--- src/inc/sdcbs_params.svh ---
// Timing counts and pin encodings for the SDRAM command and state control block.
// Assumes a 40 MHz clock (25 ns period); times are in picoseconds.
`ifndef SDCBS_PARAMS_SVH
`define SDCBS_PARAMS_SVH

`define SDCBS_CLK_PERIOD_PS 25000
`define SDCBS_PRECHARGE_PERIOD_PS 20000
`define SDCBS_ACTIVATE_TO_COLUMN_DELAY_PS 20000
`define SDCBS_REFRESH_CYCLE_TIME_PS 70000
`define SDCBS_MODE_LOAD_DELAY_PS 50000
`define SDCBS_SELF_REFRESH_EXIT_TIME_PS 80000
// Least times round up, never below one cycle
`define SDCBS_CYC(t) ((((t) + `SDCBS_CLK_PERIOD_PS - 1) / `SDCBS_CLK_PERIOD_PS) < 1 ? 1 : \
  (((t) + `SDCBS_CLK_PERIOD_PS - 1) / `SDCBS_CLK_PERIOD_PS))
`define SDCBS_PRECHARGE_CYC `SDCBS_CYC(`SDCBS_PRECHARGE_PERIOD_PS)
`define SDCBS_ACTIVATE_CYC `SDCBS_CYC(`SDCBS_ACTIVATE_TO_COLUMN_DELAY_PS)
`define SDCBS_REFRESH_CYC `SDCBS_CYC(`SDCBS_REFRESH_CYCLE_TIME_PS)
`define SDCBS_MODE_LOAD_CYC `SDCBS_CYC(`SDCBS_MODE_LOAD_DELAY_PS)
`define SDCBS_SELF_EXIT_CYC `SDCBS_CYC(`SDCBS_SELF_REFRESH_EXIT_TIME_PS)
`define SDCBS_NUM_BANKS 4
`define SDCBS_AP_BIT 10

`endif

--- src/inc/sdcbs_pkg.sv ---
// Types shared by the SDRAM command and state control block.
// Assumes sdcbs_params.svh for numeric constants.
package sdcbs_pkg;

  typedef enum logic [3:0] {
    SDCBS_CMD_INHIBIT = 4'h0,
    SDCBS_CMD_NOP = 4'h1,
    SDCBS_CMD_ACTIVE = 4'h2,
    SDCBS_CMD_READ = 4'h3,
    SDCBS_CMD_WRITE = 4'h4,
    SDCBS_CMD_TERMINATE = 4'h5,
    SDCBS_CMD_PRECHARGE = 4'h6,
    SDCBS_CMD_REFRESH = 4'h7,
    SDCBS_CMD_LOAD_MODE = 4'h8
  } sdcbs_cmd_e;

  typedef enum logic [2:0] {
    SDCBS_BANK_IDLE = 3'b000,
    SDCBS_BANK_ACTIVATING = 3'b001,
    SDCBS_BANK_ROW_ACTIVE = 3'b010,
    SDCBS_BANK_READ = 3'b011,
    SDCBS_BANK_WRITE = 3'b100,
    SDCBS_BANK_READ_AP = 3'b101,
    SDCBS_BANK_WRITE_AP = 3'b110,
    SDCBS_BANK_PRECHARGING = 3'b111
  } sdcbs_bank_e;

  typedef enum logic [2:0] {
    SDCBS_DEV_ACTIVE = 3'b000,
    SDCBS_DEV_POWER_DOWN = 3'b001,
    SDCBS_DEV_SELF_REFRESH = 3'b010,
    SDCBS_DEV_SELF_EXIT = 3'b011,
    SDCBS_DEV_SUSPEND = 3'b100,
    SDCBS_DEV_REFRESHING = 3'b101,
    SDCBS_DEV_MODE_LOAD = 3'b110
  } sdcbs_dev_e;

  typedef logic [3:0] sdcbs_count_t;

endpackage

--- src/sdcbs_ctrl.sv ---
// SDRAM device command and state control: clock-enable handling and bank states.
// Assumes command pins and clock enable are synchronous to clk_in at 40 MHz.
//
// Function
// Clock-enable action uses previous and current sample
// Both samples low: hold low-power state
// Power-down entry/exit with NOP or inhibit
// Self refresh entry: idle, falling, refresh
// Enable low in burst suspends internal clock
// Power-down exit: idle at next edge
// Self refresh exit waits exit time
// Controller sends two NOPs during exit
// Suspend exit: next command at next edge
// Bank rules only with enable high twice
// Inhibit and NOP decode, operation continues
// Decode active, refresh, load mode, precharge
// Row active accepts read, write, precharge
// Read burst accepts read, write, terminate, precharge
// Write burst accepts read, write, terminate, precharge
// Burst terminate stops most recent burst
// Reads and writes accepted with either precharge form
// Controller avoids busy transient banks
// Precharge to precharging, then idle after period
// Active to activating, then row active
// Auto-precharge access ends idle after precharge
// Controller only NOPs during device-wide operations
// Refresh and mode load hold, then idle
// Refresh and mode load only when idle
// Precharge all only from valid states
// Precharge to idle bank acts as NOP
`timescale 1ns/1ps
`include "sdcbs_params.svh"

module sdcbs_ctrl
  import sdcbs_pkg::*;
(
  input wire logic clk_in,
  input wire logic reset_in,
  input wire logic enable_in,
  input wire logic cke_in,
  input wire logic cs_n_in,
  input wire logic ras_n_in,
  input wire logic cas_n_in,
  input wire logic we_n_in,
  input wire logic [1:0] bank_in,
  input wire logic [10:0] addr_in,
  output sdcbs_dev_e dev_state_out,
  output logic [11:0] bank_state_out,
  output logic all_idle_out,
  output logic cmd_ready_out,
  output logic burst_active_out,
  output logic [1:0] burst_bank_out,
  output logic suspend_out
);

  // ****************************************************************
  // Constants and state
  // ****************************************************************
  // Waits are whole cycles rounded up, never shorter than the stated time
  // Four counter bits cover the longest wait at this clock
  localparam sdcbs_count_t PRE_CYC = sdcbs_count_t'(`SDCBS_PRECHARGE_CYC);
  localparam sdcbs_count_t ACT_CYC = sdcbs_count_t'(`SDCBS_ACTIVATE_CYC);
  localparam sdcbs_count_t REF_CYC = sdcbs_count_t'(`SDCBS_REFRESH_CYC);
  localparam sdcbs_count_t MRD_CYC = sdcbs_count_t'(`SDCBS_MODE_LOAD_CYC);
  localparam sdcbs_count_t XSR_CYC = sdcbs_count_t'(`SDCBS_SELF_EXIT_CYC);

  typedef struct packed {
    logic cke_prev;
    sdcbs_dev_e dev;
    sdcbs_count_t dev_cnt;
    sdcbs_bank_e [3:0] bank;
    sdcbs_count_t [3:0] bank_cnt;
    logic burst_valid;
    logic [1:0] burst_bank;
    // Output copies, registered so no port sees decode glitches
    sdcbs_dev_e dev_out;
    logic [11:0] bank_out;
    logic all_idle;
    logic ready;
    logic suspend;
  } sdcbs_state_s;

  sdcbs_state_s state_reg;
  sdcbs_state_s state_next;
  sdcbs_cmd_e cmd;

  sdcbs_decode decode_inst (
    .cs_n_in(cs_n_in),
    .ras_n_in(ras_n_in),
    .cas_n_in(cas_n_in),
    .we_n_in(we_n_in),
    .cmd_out(cmd)
  );

  // ****************************************************************
  // Per-bank flags of the present state and of the command address
  // ****************************************************************
  logic [3:0] bank_idle;
  logic [3:0] bank_burst;
  logic [3:0] bank_open;
  logic [3:0] bank_plain_burst;
  logic [3:0] bank_pre_target;
  logic [3:0] bank_timer_done;

  for (genvar g = 0; g < `SDCBS_NUM_BANKS; g++) begin : bank_flag_gen
    assign bank_idle[g] = (state_reg.bank[g] == SDCBS_BANK_IDLE);
    // Auto-precharge accesses count too: power-down must not cut any burst
    assign bank_burst[g] = state_reg.bank[g] inside {SDCBS_BANK_READ, SDCBS_BANK_WRITE,
        SDCBS_BANK_READ_AP, SDCBS_BANK_WRITE_AP};
    // Only these states take a column command or a precharge
    assign bank_open[g] = state_reg.bank[g] inside {SDCBS_BANK_ROW_ACTIVE,
        SDCBS_BANK_READ, SDCBS_BANK_WRITE};
    assign bank_plain_burst[g] = state_reg.bank[g] inside {SDCBS_BANK_READ,
        SDCBS_BANK_WRITE};
    // Address bit 10 widens a precharge to every bank
    assign bank_pre_target[g] = addr_in[`SDCBS_AP_BIT] || (bank_in == 2'(g));
    assign bank_timer_done[g] = (state_reg.bank_cnt[g] == sdcbs_count_t'(1));
  end

  // ****************************************************************
  // Next-state logic
  // ****************************************************************
  always_comb begin
    logic banks_idle;
    logic in_burst;
    logic nop_like;
    logic run_banks;
    logic tick;
    logic auto_pre;
    logic busy;
    logic [11:0] packed_banks;
    logic cke_fall;
    logic cke_high;
    banks_idle = 1'b1;
    in_burst = 1'b0;
    nop_like = 1'b0;
    run_banks = 1'b0;
    tick = 1'b0;
    auto_pre = 1'b0;
    busy = 1'b0;
    packed_banks = 12'h000;
    cke_fall = 1'b0;
    cke_high = 1'b0;
    state_next = state_reg;
    state_next.cke_prev = cke_in;
    // The action follows the pair of samples, never the present level alone
    cke_fall = state_reg.cke_prev && !cke_in;
    cke_high = state_reg.cke_prev && cke_in;
    banks_idle = &bank_idle;
    in_burst = |bank_burst;
    nop_like = (cmd == SDCBS_CMD_NOP) || (cmd == SDCBS_CMD_INHIBIT);
    auto_pre = addr_in[`SDCBS_AP_BIT];

    // Device-level clock-enable table, decided from both samples
    case (state_reg.dev)
      SDCBS_DEV_POWER_DOWN: begin
        // Both samples low: stay, whatever the command pins say
        if (cke_in) begin
          // Power-down exit; bank states were preserved, idle if they were
          state_next.dev = SDCBS_DEV_ACTIVE;
        end
      end
      SDCBS_DEV_SELF_REFRESH: begin
        // Held while both samples are low
        if (cke_in) begin
          state_next.dev = SDCBS_DEV_SELF_EXIT;
          state_next.dev_cnt = XSR_CYC;
        end
      end
      SDCBS_DEV_SELF_EXIT: begin
        // Commands are ignored until the exit time is over
        busy = 1'b1;
        if (state_reg.dev_cnt <= sdcbs_count_t'(1)) begin
          state_next.dev = SDCBS_DEV_ACTIVE;
          state_next.dev_cnt = '0;
        end else begin
          state_next.dev_cnt = state_reg.dev_cnt - sdcbs_count_t'(1);
        end
      end
      SDCBS_DEV_SUSPEND: begin
        // Frozen while both samples are low; resumes, takes a command next edge
        if (cke_in) begin
          state_next.dev = SDCBS_DEV_ACTIVE;
        end
      end
      SDCBS_DEV_REFRESHING, SDCBS_DEV_MODE_LOAD: begin
        busy = 1'b1;
        if (state_reg.dev_cnt <= sdcbs_count_t'(1)) begin
          state_next.dev = SDCBS_DEV_ACTIVE;
          state_next.dev_cnt = '0;
        end else begin
          state_next.dev_cnt = state_reg.dev_cnt - sdcbs_count_t'(1);
        end
      end
      SDCBS_DEV_ACTIVE: begin
        if (cke_fall) begin
          // Suspend wins over power-down, so a burst in flight is kept
          if (in_burst) begin
            state_next.dev = SDCBS_DEV_SUSPEND;
          end else if (banks_idle && cmd == SDCBS_CMD_REFRESH) begin
            state_next.dev = SDCBS_DEV_SELF_REFRESH;
          end else if (nop_like) begin
            state_next.dev = SDCBS_DEV_POWER_DOWN;
          end
        end else if (cke_high) begin
          run_banks = 1'b1;
        end
      end
      default: begin
        // Unused code: fall back to active rather than lock up
        state_next.dev = SDCBS_DEV_ACTIVE;
        state_next.dev_cnt = '0;
      end
    endcase

    // Bank timers run on every edge outside suspend, power-down, self refresh and the suspend entry edge, so transients finish on time
    tick = !(state_reg.dev inside {SDCBS_DEV_SUSPEND, SDCBS_DEV_POWER_DOWN,
        SDCBS_DEV_SELF_REFRESH}) &&
        !(state_reg.dev == SDCBS_DEV_ACTIVE && cke_fall && in_burst);
    for (int i = 0; i < `SDCBS_NUM_BANKS; i++) begin
      if (tick && state_reg.bank_cnt[i] != '0) begin
        state_next.bank_cnt[i] = state_reg.bank_cnt[i] - sdcbs_count_t'(1);
        if (bank_timer_done[i]) begin
          case (state_reg.bank[i])
            SDCBS_BANK_ACTIVATING: state_next.bank[i] = SDCBS_BANK_ROW_ACTIVE;
            default: state_next.bank[i] = SDCBS_BANK_IDLE;
          endcase
        end
      end
    end

    // One command a cycle; a refused one leaves no trace, save a terminate, which still clears burst_valid
    if (run_banks && !busy) begin
      case (cmd)
        SDCBS_CMD_REFRESH: begin
          if (banks_idle) begin
            state_next.dev = SDCBS_DEV_REFRESHING;
            state_next.dev_cnt = REF_CYC;
          end
        end
        SDCBS_CMD_LOAD_MODE: begin
          if (banks_idle) begin
            state_next.dev = SDCBS_DEV_MODE_LOAD;
            state_next.dev_cnt = MRD_CYC;
          end
        end
        SDCBS_CMD_ACTIVE: begin
          if (bank_idle[bank_in]) begin
            state_next.bank[bank_in] = SDCBS_BANK_ACTIVATING;
            state_next.bank_cnt[bank_in] = ACT_CYC;
          end
        end
        SDCBS_CMD_READ, SDCBS_CMD_WRITE: begin
          if (bank_open[bank_in]) begin
            if (cmd == SDCBS_CMD_READ) begin
              state_next.bank[bank_in] = auto_pre ? SDCBS_BANK_READ_AP :
                  SDCBS_BANK_READ;
            end else begin
              state_next.bank[bank_in] = auto_pre ? SDCBS_BANK_WRITE_AP :
                  SDCBS_BANK_WRITE;
            end
            // Burst length is not modelled: auto precharge ends after the period
            state_next.bank_cnt[bank_in] = auto_pre ? PRE_CYC : '0;
            state_next.burst_valid = 1'b1;
            state_next.burst_bank = bank_in;
          end
        end
        SDCBS_CMD_TERMINATE: begin
          if (state_reg.burst_valid && bank_plain_burst[state_reg.burst_bank]) begin
            state_next.bank[state_reg.burst_bank] = SDCBS_BANK_ROW_ACTIVE;
          end
          state_next.burst_valid = 1'b0;
        end
        SDCBS_CMD_PRECHARGE: begin
          for (int i = 0; i < `SDCBS_NUM_BANKS; i++) begin
            if (bank_pre_target[i] && bank_open[i]) begin
              // Idle banks are skipped, a precharge there is a no-op
              state_next.bank[i] = SDCBS_BANK_PRECHARGING;
              state_next.bank_cnt[i] = PRE_CYC;
              if (state_reg.burst_bank == 2'(i)) begin
                state_next.burst_valid = 1'b0;
              end
            end
          end
        end
        default: begin
          // Inhibit and NOP let running operations continue
          state_next.burst_valid = state_reg.burst_valid;
        end
      endcase
    end

    for (int i = 0; i < `SDCBS_NUM_BANKS; i++) begin
      packed_banks[3*i +: 3] = state_next.bank[i];
    end
    state_next.dev_out = state_next.dev;
    state_next.bank_out = packed_banks;
    state_next.all_idle = (packed_banks == 12'h000) &&
        (state_next.dev == SDCBS_DEV_ACTIVE);
    state_next.ready = (state_next.dev == SDCBS_DEV_ACTIVE);
    state_next.suspend = (state_next.dev == SDCBS_DEV_SUSPEND);
  end

  // ****************************************************************
  // State register
  // ****************************************************************
  // Reset wins over enable_in, so a frozen block still clears
  always_ff @(posedge clk_in) begin
    if (reset_in) begin
      state_reg <= '0;
    end else if (enable_in) begin
      state_reg <= state_next;
    end
  end

  // Every port is a field of the state register, none is decoded on the way out
  assign dev_state_out = state_reg.dev_out;
  assign bank_state_out = state_reg.bank_out;
  assign all_idle_out = state_reg.all_idle;
  assign cmd_ready_out = state_reg.ready;
  assign burst_active_out = state_reg.burst_valid;
  assign burst_bank_out = state_reg.burst_bank;
  assign suspend_out = state_reg.suspend;

endmodule

--- src/sdcbs_decode.sv ---
// Combinational decoder of the SDRAM command strobes into a command code.
// Assumes all strobes were sampled on the same rising edge.
`timescale 1ns/1ps

module sdcbs_decode
  import sdcbs_pkg::*;
(
  input wire logic cs_n_in,
  input wire logic ras_n_in,
  input wire logic cas_n_in,
  input wire logic we_n_in,
  output sdcbs_cmd_e cmd_out
);

  always_comb begin
    if (cs_n_in) begin
      cmd_out = SDCBS_CMD_INHIBIT;
    end else begin
      case ({ras_n_in, cas_n_in, we_n_in})
        3'b111: cmd_out = SDCBS_CMD_NOP;
        3'b011: cmd_out = SDCBS_CMD_ACTIVE;
        3'b001: cmd_out = SDCBS_CMD_REFRESH;
        3'b000: cmd_out = SDCBS_CMD_LOAD_MODE;
        3'b010: cmd_out = SDCBS_CMD_PRECHARGE;
        3'b101: cmd_out = SDCBS_CMD_READ;
        3'b100: cmd_out = SDCBS_CMD_WRITE;
        default: cmd_out = SDCBS_CMD_TERMINATE;
      endcase
    end
  end

endmodule
--- config.mk ---
export PLATFORM = sky130hd
export DESIGN_NAME = sdcbs_ctrl
export DESIGN_NICKNAME = d
export VERILOG_FILES = /design/src/inc/sdcbs_pkg.sv /design/src/sdcbs_ctrl.sv /design/src/sdcbs_decode.sv
export VERILOG_INCLUDE_DIRS = /design/src /design/src/inc
export SDC_FILE = /design/constraint.sdc
export NUM_CORES = 1
export LEC_CHECK = 0
export BUFFER_PORTS_ARGS = -buffer_cell sky130_fd_sc_hd__buf_2
export CELL_PAD_IN_SITES_DETAIL_PLACEMENT = 1
export CELL_PAD_IN_SITES_GLOBAL_PLACEMENT = 2
export CORE_MARGIN = 4
export CORE_UTILIZATION = 30
export DETAILED_ROUTE_END_ITERATION = 8
export PLACE_DENSITY_LB_ADDON = 0.12
export SYNTH_ARGS = -nofsm -noshare
export SYNTH_HDL_FRONTEND = slang
export SYNTH_SLANG_ARGS = --single-unit
--- constraint.sdc ---
create_clock -name clk_in -period 2.29 [get_ports clk_in]
set_clock_uncertainty 0.05 [all_clocks]
set_input_delay 0.229 -clock clk_in [delete_from_list [all_inputs] [get_ports clk_in]]
set_output_delay 0.229 -clock clk_in [all_outputs]
set_load 0.005 [all_outputs]
==> results.sh <==
export IMPL_max_cap_violations=0
export IMPL_finalPower_w=0.003763
export IMPL_hold_class="input port to flop"
export IMPL_grt_max_degree=34
export IMPL_synth_area_per_cell_um2=7.185
export IMPL_gp_congestion=0.9470
export IMPL_drt_iter0_markers=361
export IMPL_p_int_w=0.002295
export IMPL_port_buffer_count=31
export IMPL_largest_reg_flops=30
export IMPL_drtAntennaViolNets=0
export IMPL_wirelength_um=18640
export IMPL_tightest_slew_ps=551.6
export IMPL_finalCritPeriodShare=1.099
export IMPL_grt_first_pass_wirelength_um=28010
export IMPL_die_height_um=122.5
export IMPL_synth_warnings=0
export IMPL_p_sw_w=0.001469
export IMPL_yosysSeqAreaShare=0.2139
export IMPL_final_util=0.4843
export IMPL_root_buffer="clkbuf_16"
export IMPL_required_ps=2490
export IMPL_min_period_ps=2518
export IMPL_power_frac_comb=0.495
export IMPL_slew_viol_final=0
export IMPL_syn2layout_area_growth_pct=56.77
export IMPL_vias=4889
export IMPL_grt_use_total=0.2461
export IMPL_layout_setup_ws_ps=-227.6
export IMPL_row_count=41
export IMPL_regArea_um2=858.3
export IMPL_synthesis_nets=582
export IMPL_io_pins=42
export IMPL_ys_ff_latch=42
export IMPL_h_tree_depth=2
export IMPL_synth_distinct_cells=80
export IMPL_async_reset_ff_frac=0
export IMPL_status="complete, but fails checks"
export IMPL_n_antenna_cell=0
export IMPL_grt_overflow=0
export IMPL_place_area_um2=5245
export IMPL_fill_cells=1580
export IMPL_dieWidth_um=122.5
export IMPL_critPathKind="flop to flop"
export IMPL_drive_gt1_frac=0.4568
export IMPL_p_leak_nw=2.547
export IMPL_timing_hold_violations_final=0
export IMPL_cp_start_kind="flop"
export IMPL_cts_reportedPaths_clkPinSlew_ps=80
export IMPL_irDropWorstVdd_mv=0.4747
export IMPL_synth_enable_flop_cells=0
export IMPL_initial_core_util=0.3089
export IMPL_critPathCaptureType="flop"
export IMPL_cts_made_buffers=5
export IMPL_powerDensity_nw_per_um2=610.8
export IMPL_rsz0062_at_grt="yes"
export IMPL_grt_pass1_vias=5004
export IMPL_drc=0
export IMPL_pwr_share_seq=0.264
export IMPL_stdcell_area_um2=6161
export IMPL_max_slew_margin=0.6284
export IMPL_core_um2=12720
export IMPL_num_nets_final=752
export IMPL_wl_per_cell_um=20.94
export IMPL_cp_data_arrival_time_ps=2720
export IMPL_routed_via_density=5.493
export IMPL_grt_antenna_before_repair=0
export IMPL_clk_latency_ps=300
export IMPL_synthCells=547
export IMPL_path_max_fanout=7
export IMPL_multi_input_area_um2=3241
export IMPL_pwr_share_clk=0.241
export IMPL_fmax_mhz=397.2
export IMPL_cts_tree="done"
export IMPL_violations="negative setup slack"
export IMPL_dp_hpwl_um=14610
export IMPL_setup_viol=14
export IMPL_p_sw_frac=0.3902
export IMPL_synth_ff_type="dfxtp_1"
export IMPL_syn_area_um2=3930
export IMPL_fp_dieArea_um2=15000
export IMPL_clock_path_buffers=2
export IMPL_clkSinkCount=42
export IMPL_drt_first_pass_iters=4
cell usage in the layout, fill, tap and decap left out, types with 7 or more instances in the layout:
cell type	count
o211ai_1	12
dfxtp_1	32
nand2_1	44
a31oi_1	7
nand3_1	16
buf_2	31
dfxtp_2	8
o21ai_0	22
ha_1	14
a22oi_1	8
mux2i_1	10
a21oi_1	17
nor3_1	18
nand2_2	7
nand3_2	7
inv_1	17
buf_4	166
o21ai_2	8
nor2_1	66
nand2b_1	8
nor2b_1	9
buf_6	15
area by class of cell:
class                           instances  area share
Tap cell                              172     0.03493
Inverter                               18     0.01097
Clock buffer                            5     0.02031
Timing Repair Buffer                  214      0.2606
Multi-Input combinational cell        436      0.5260
Clock inverter                          3    0.007920
Sequential cell                        42      0.1393
per-layer routing:
layer	global-route usage	wire length (µm)	vias to the layer above
met5	0	0	-
met4	0.08328	731	0
met3	0.04194	746	40
met2	0.4160	8845	113
met1	0.3169	8316	2410
li1	-	-	2326
worst paths after layout:
check                                                   to  slack [ps]  depth (start not counted)                     startpoint
worst max register to register   all_idle_out$_SDFFE_PP0P_        -230                         10  dev_state_out[0]$_SDFFE_PP0P_
worst max-delay path             all_idle_out$_SDFFE_PP0P_        -230                         10  dev_state_out[0]$_SDFFE_PP0P_
worst min-delay path            state_reg[47]$_SDFFE_PP0P_         270                          3                       reset_in
worst min register to register    suspend_out$_SDFFE_PP0P_         470                          2       suspend_out$_SDFFE_PP0P_
power by group through the flow:
| stage | combinational [W] | sequential, W | clock (W) |
|---|---|---|---|
| after global routing | 0.00203 | 0.00101 | 0.000947 |
| final | 0.00186 | 0.000993 | 0.000906 |
| after CTS | 0.00155 | 0.000970 | 0.000914 |
| after global placement | 0.00130 | 0.000955 | 0 |
| after floorplan | 0.000847 | 0.000937 | 0 |
| after detailed placement | 0.00134 | 0.000967 | 0 |
stage by stage:
step / cells / TNS, ps / setup WS (ps) / hold slack, ps
global route: 890 / -3275 / -308.9 / 311.1
global placement: 859 / -2960 / -358.0 / 409.9
finish: 890 / -1117 / -227.6 / 268.5
floorplan: 547 / -282.2 / -188.4 / 394.8
detailed placement: 859 / -3711 / -365.1 / 437.8
CTS: 879 / -450.3 / -156.9 / 271.2
Yosys cell counts, types with 5 or more instances:
library cell   n  area, µm²
a211oi_1      14      105.1
a21oi_1       22      110.1
a22oi_1       10      75.07
a31oi_1        9      56.30
a32oi_1        5      43.79
and2_1         6      37.54
buf_2          7      35.03
buf_4         17      127.6
clkbuf_1      23      86.33
dfxtp_1       42      840.8
ha_1          14      175.2
inv_1         17      63.81
mux2i_1       11      110.1
nand2_1       50      187.7
nand2b_1       8      50.05
nand3_1       23      115.1
nor2_1        70      262.8
nor2b_1       10      62.56
nor3_1        23      115.1
nor4_1         5      31.28
o211ai_1      12      90.09
o21a_1         5      37.54
o21ai_0       29      145.1
o21ai_1        7      35.03
o22ai_1        5      31.28
xnor2_1        6      52.55
xor2_1         6      52.55
timing repair:
action / CTS / global route
hold buffers: 0 / 0
setup buffers: 12 / 12
pin swaps: 16 / 39
resized for setup: 55 / 78
endpoints found under the setup margin: 28 / 31
critical path: stages (launching register included):
cell and delay [ps]:
dfxtp_2 340, nor4b_4 350, nand2_2 110, buf_4 190, nor4_2 250, buf_4 200, nand3b_1 100, a32o_1 300
a211oi_1 210, and4_1 220, a31o_1 140
cell families (layout without fill, tap and decap cells):
logic type | after synthesis | after routing | synth area share
AO/OA/AOI/OAI | 155 | 155 | 0.2713
XOR/XNOR | 12 | 12 | 0.02674
adder cells (fa/ha/maj) | 15 | 15 | 0.04712
buffers and inverters | 69 | 240 | 0.08627
flip-flops | 42 | 42 | 0.2139
multiplexers | 12 | 12 | 0.03088
AND/OR/NAND/NOR | 242 | 242 | 0.3238
No activity file was read; power rests on OpenSTA's default activity.
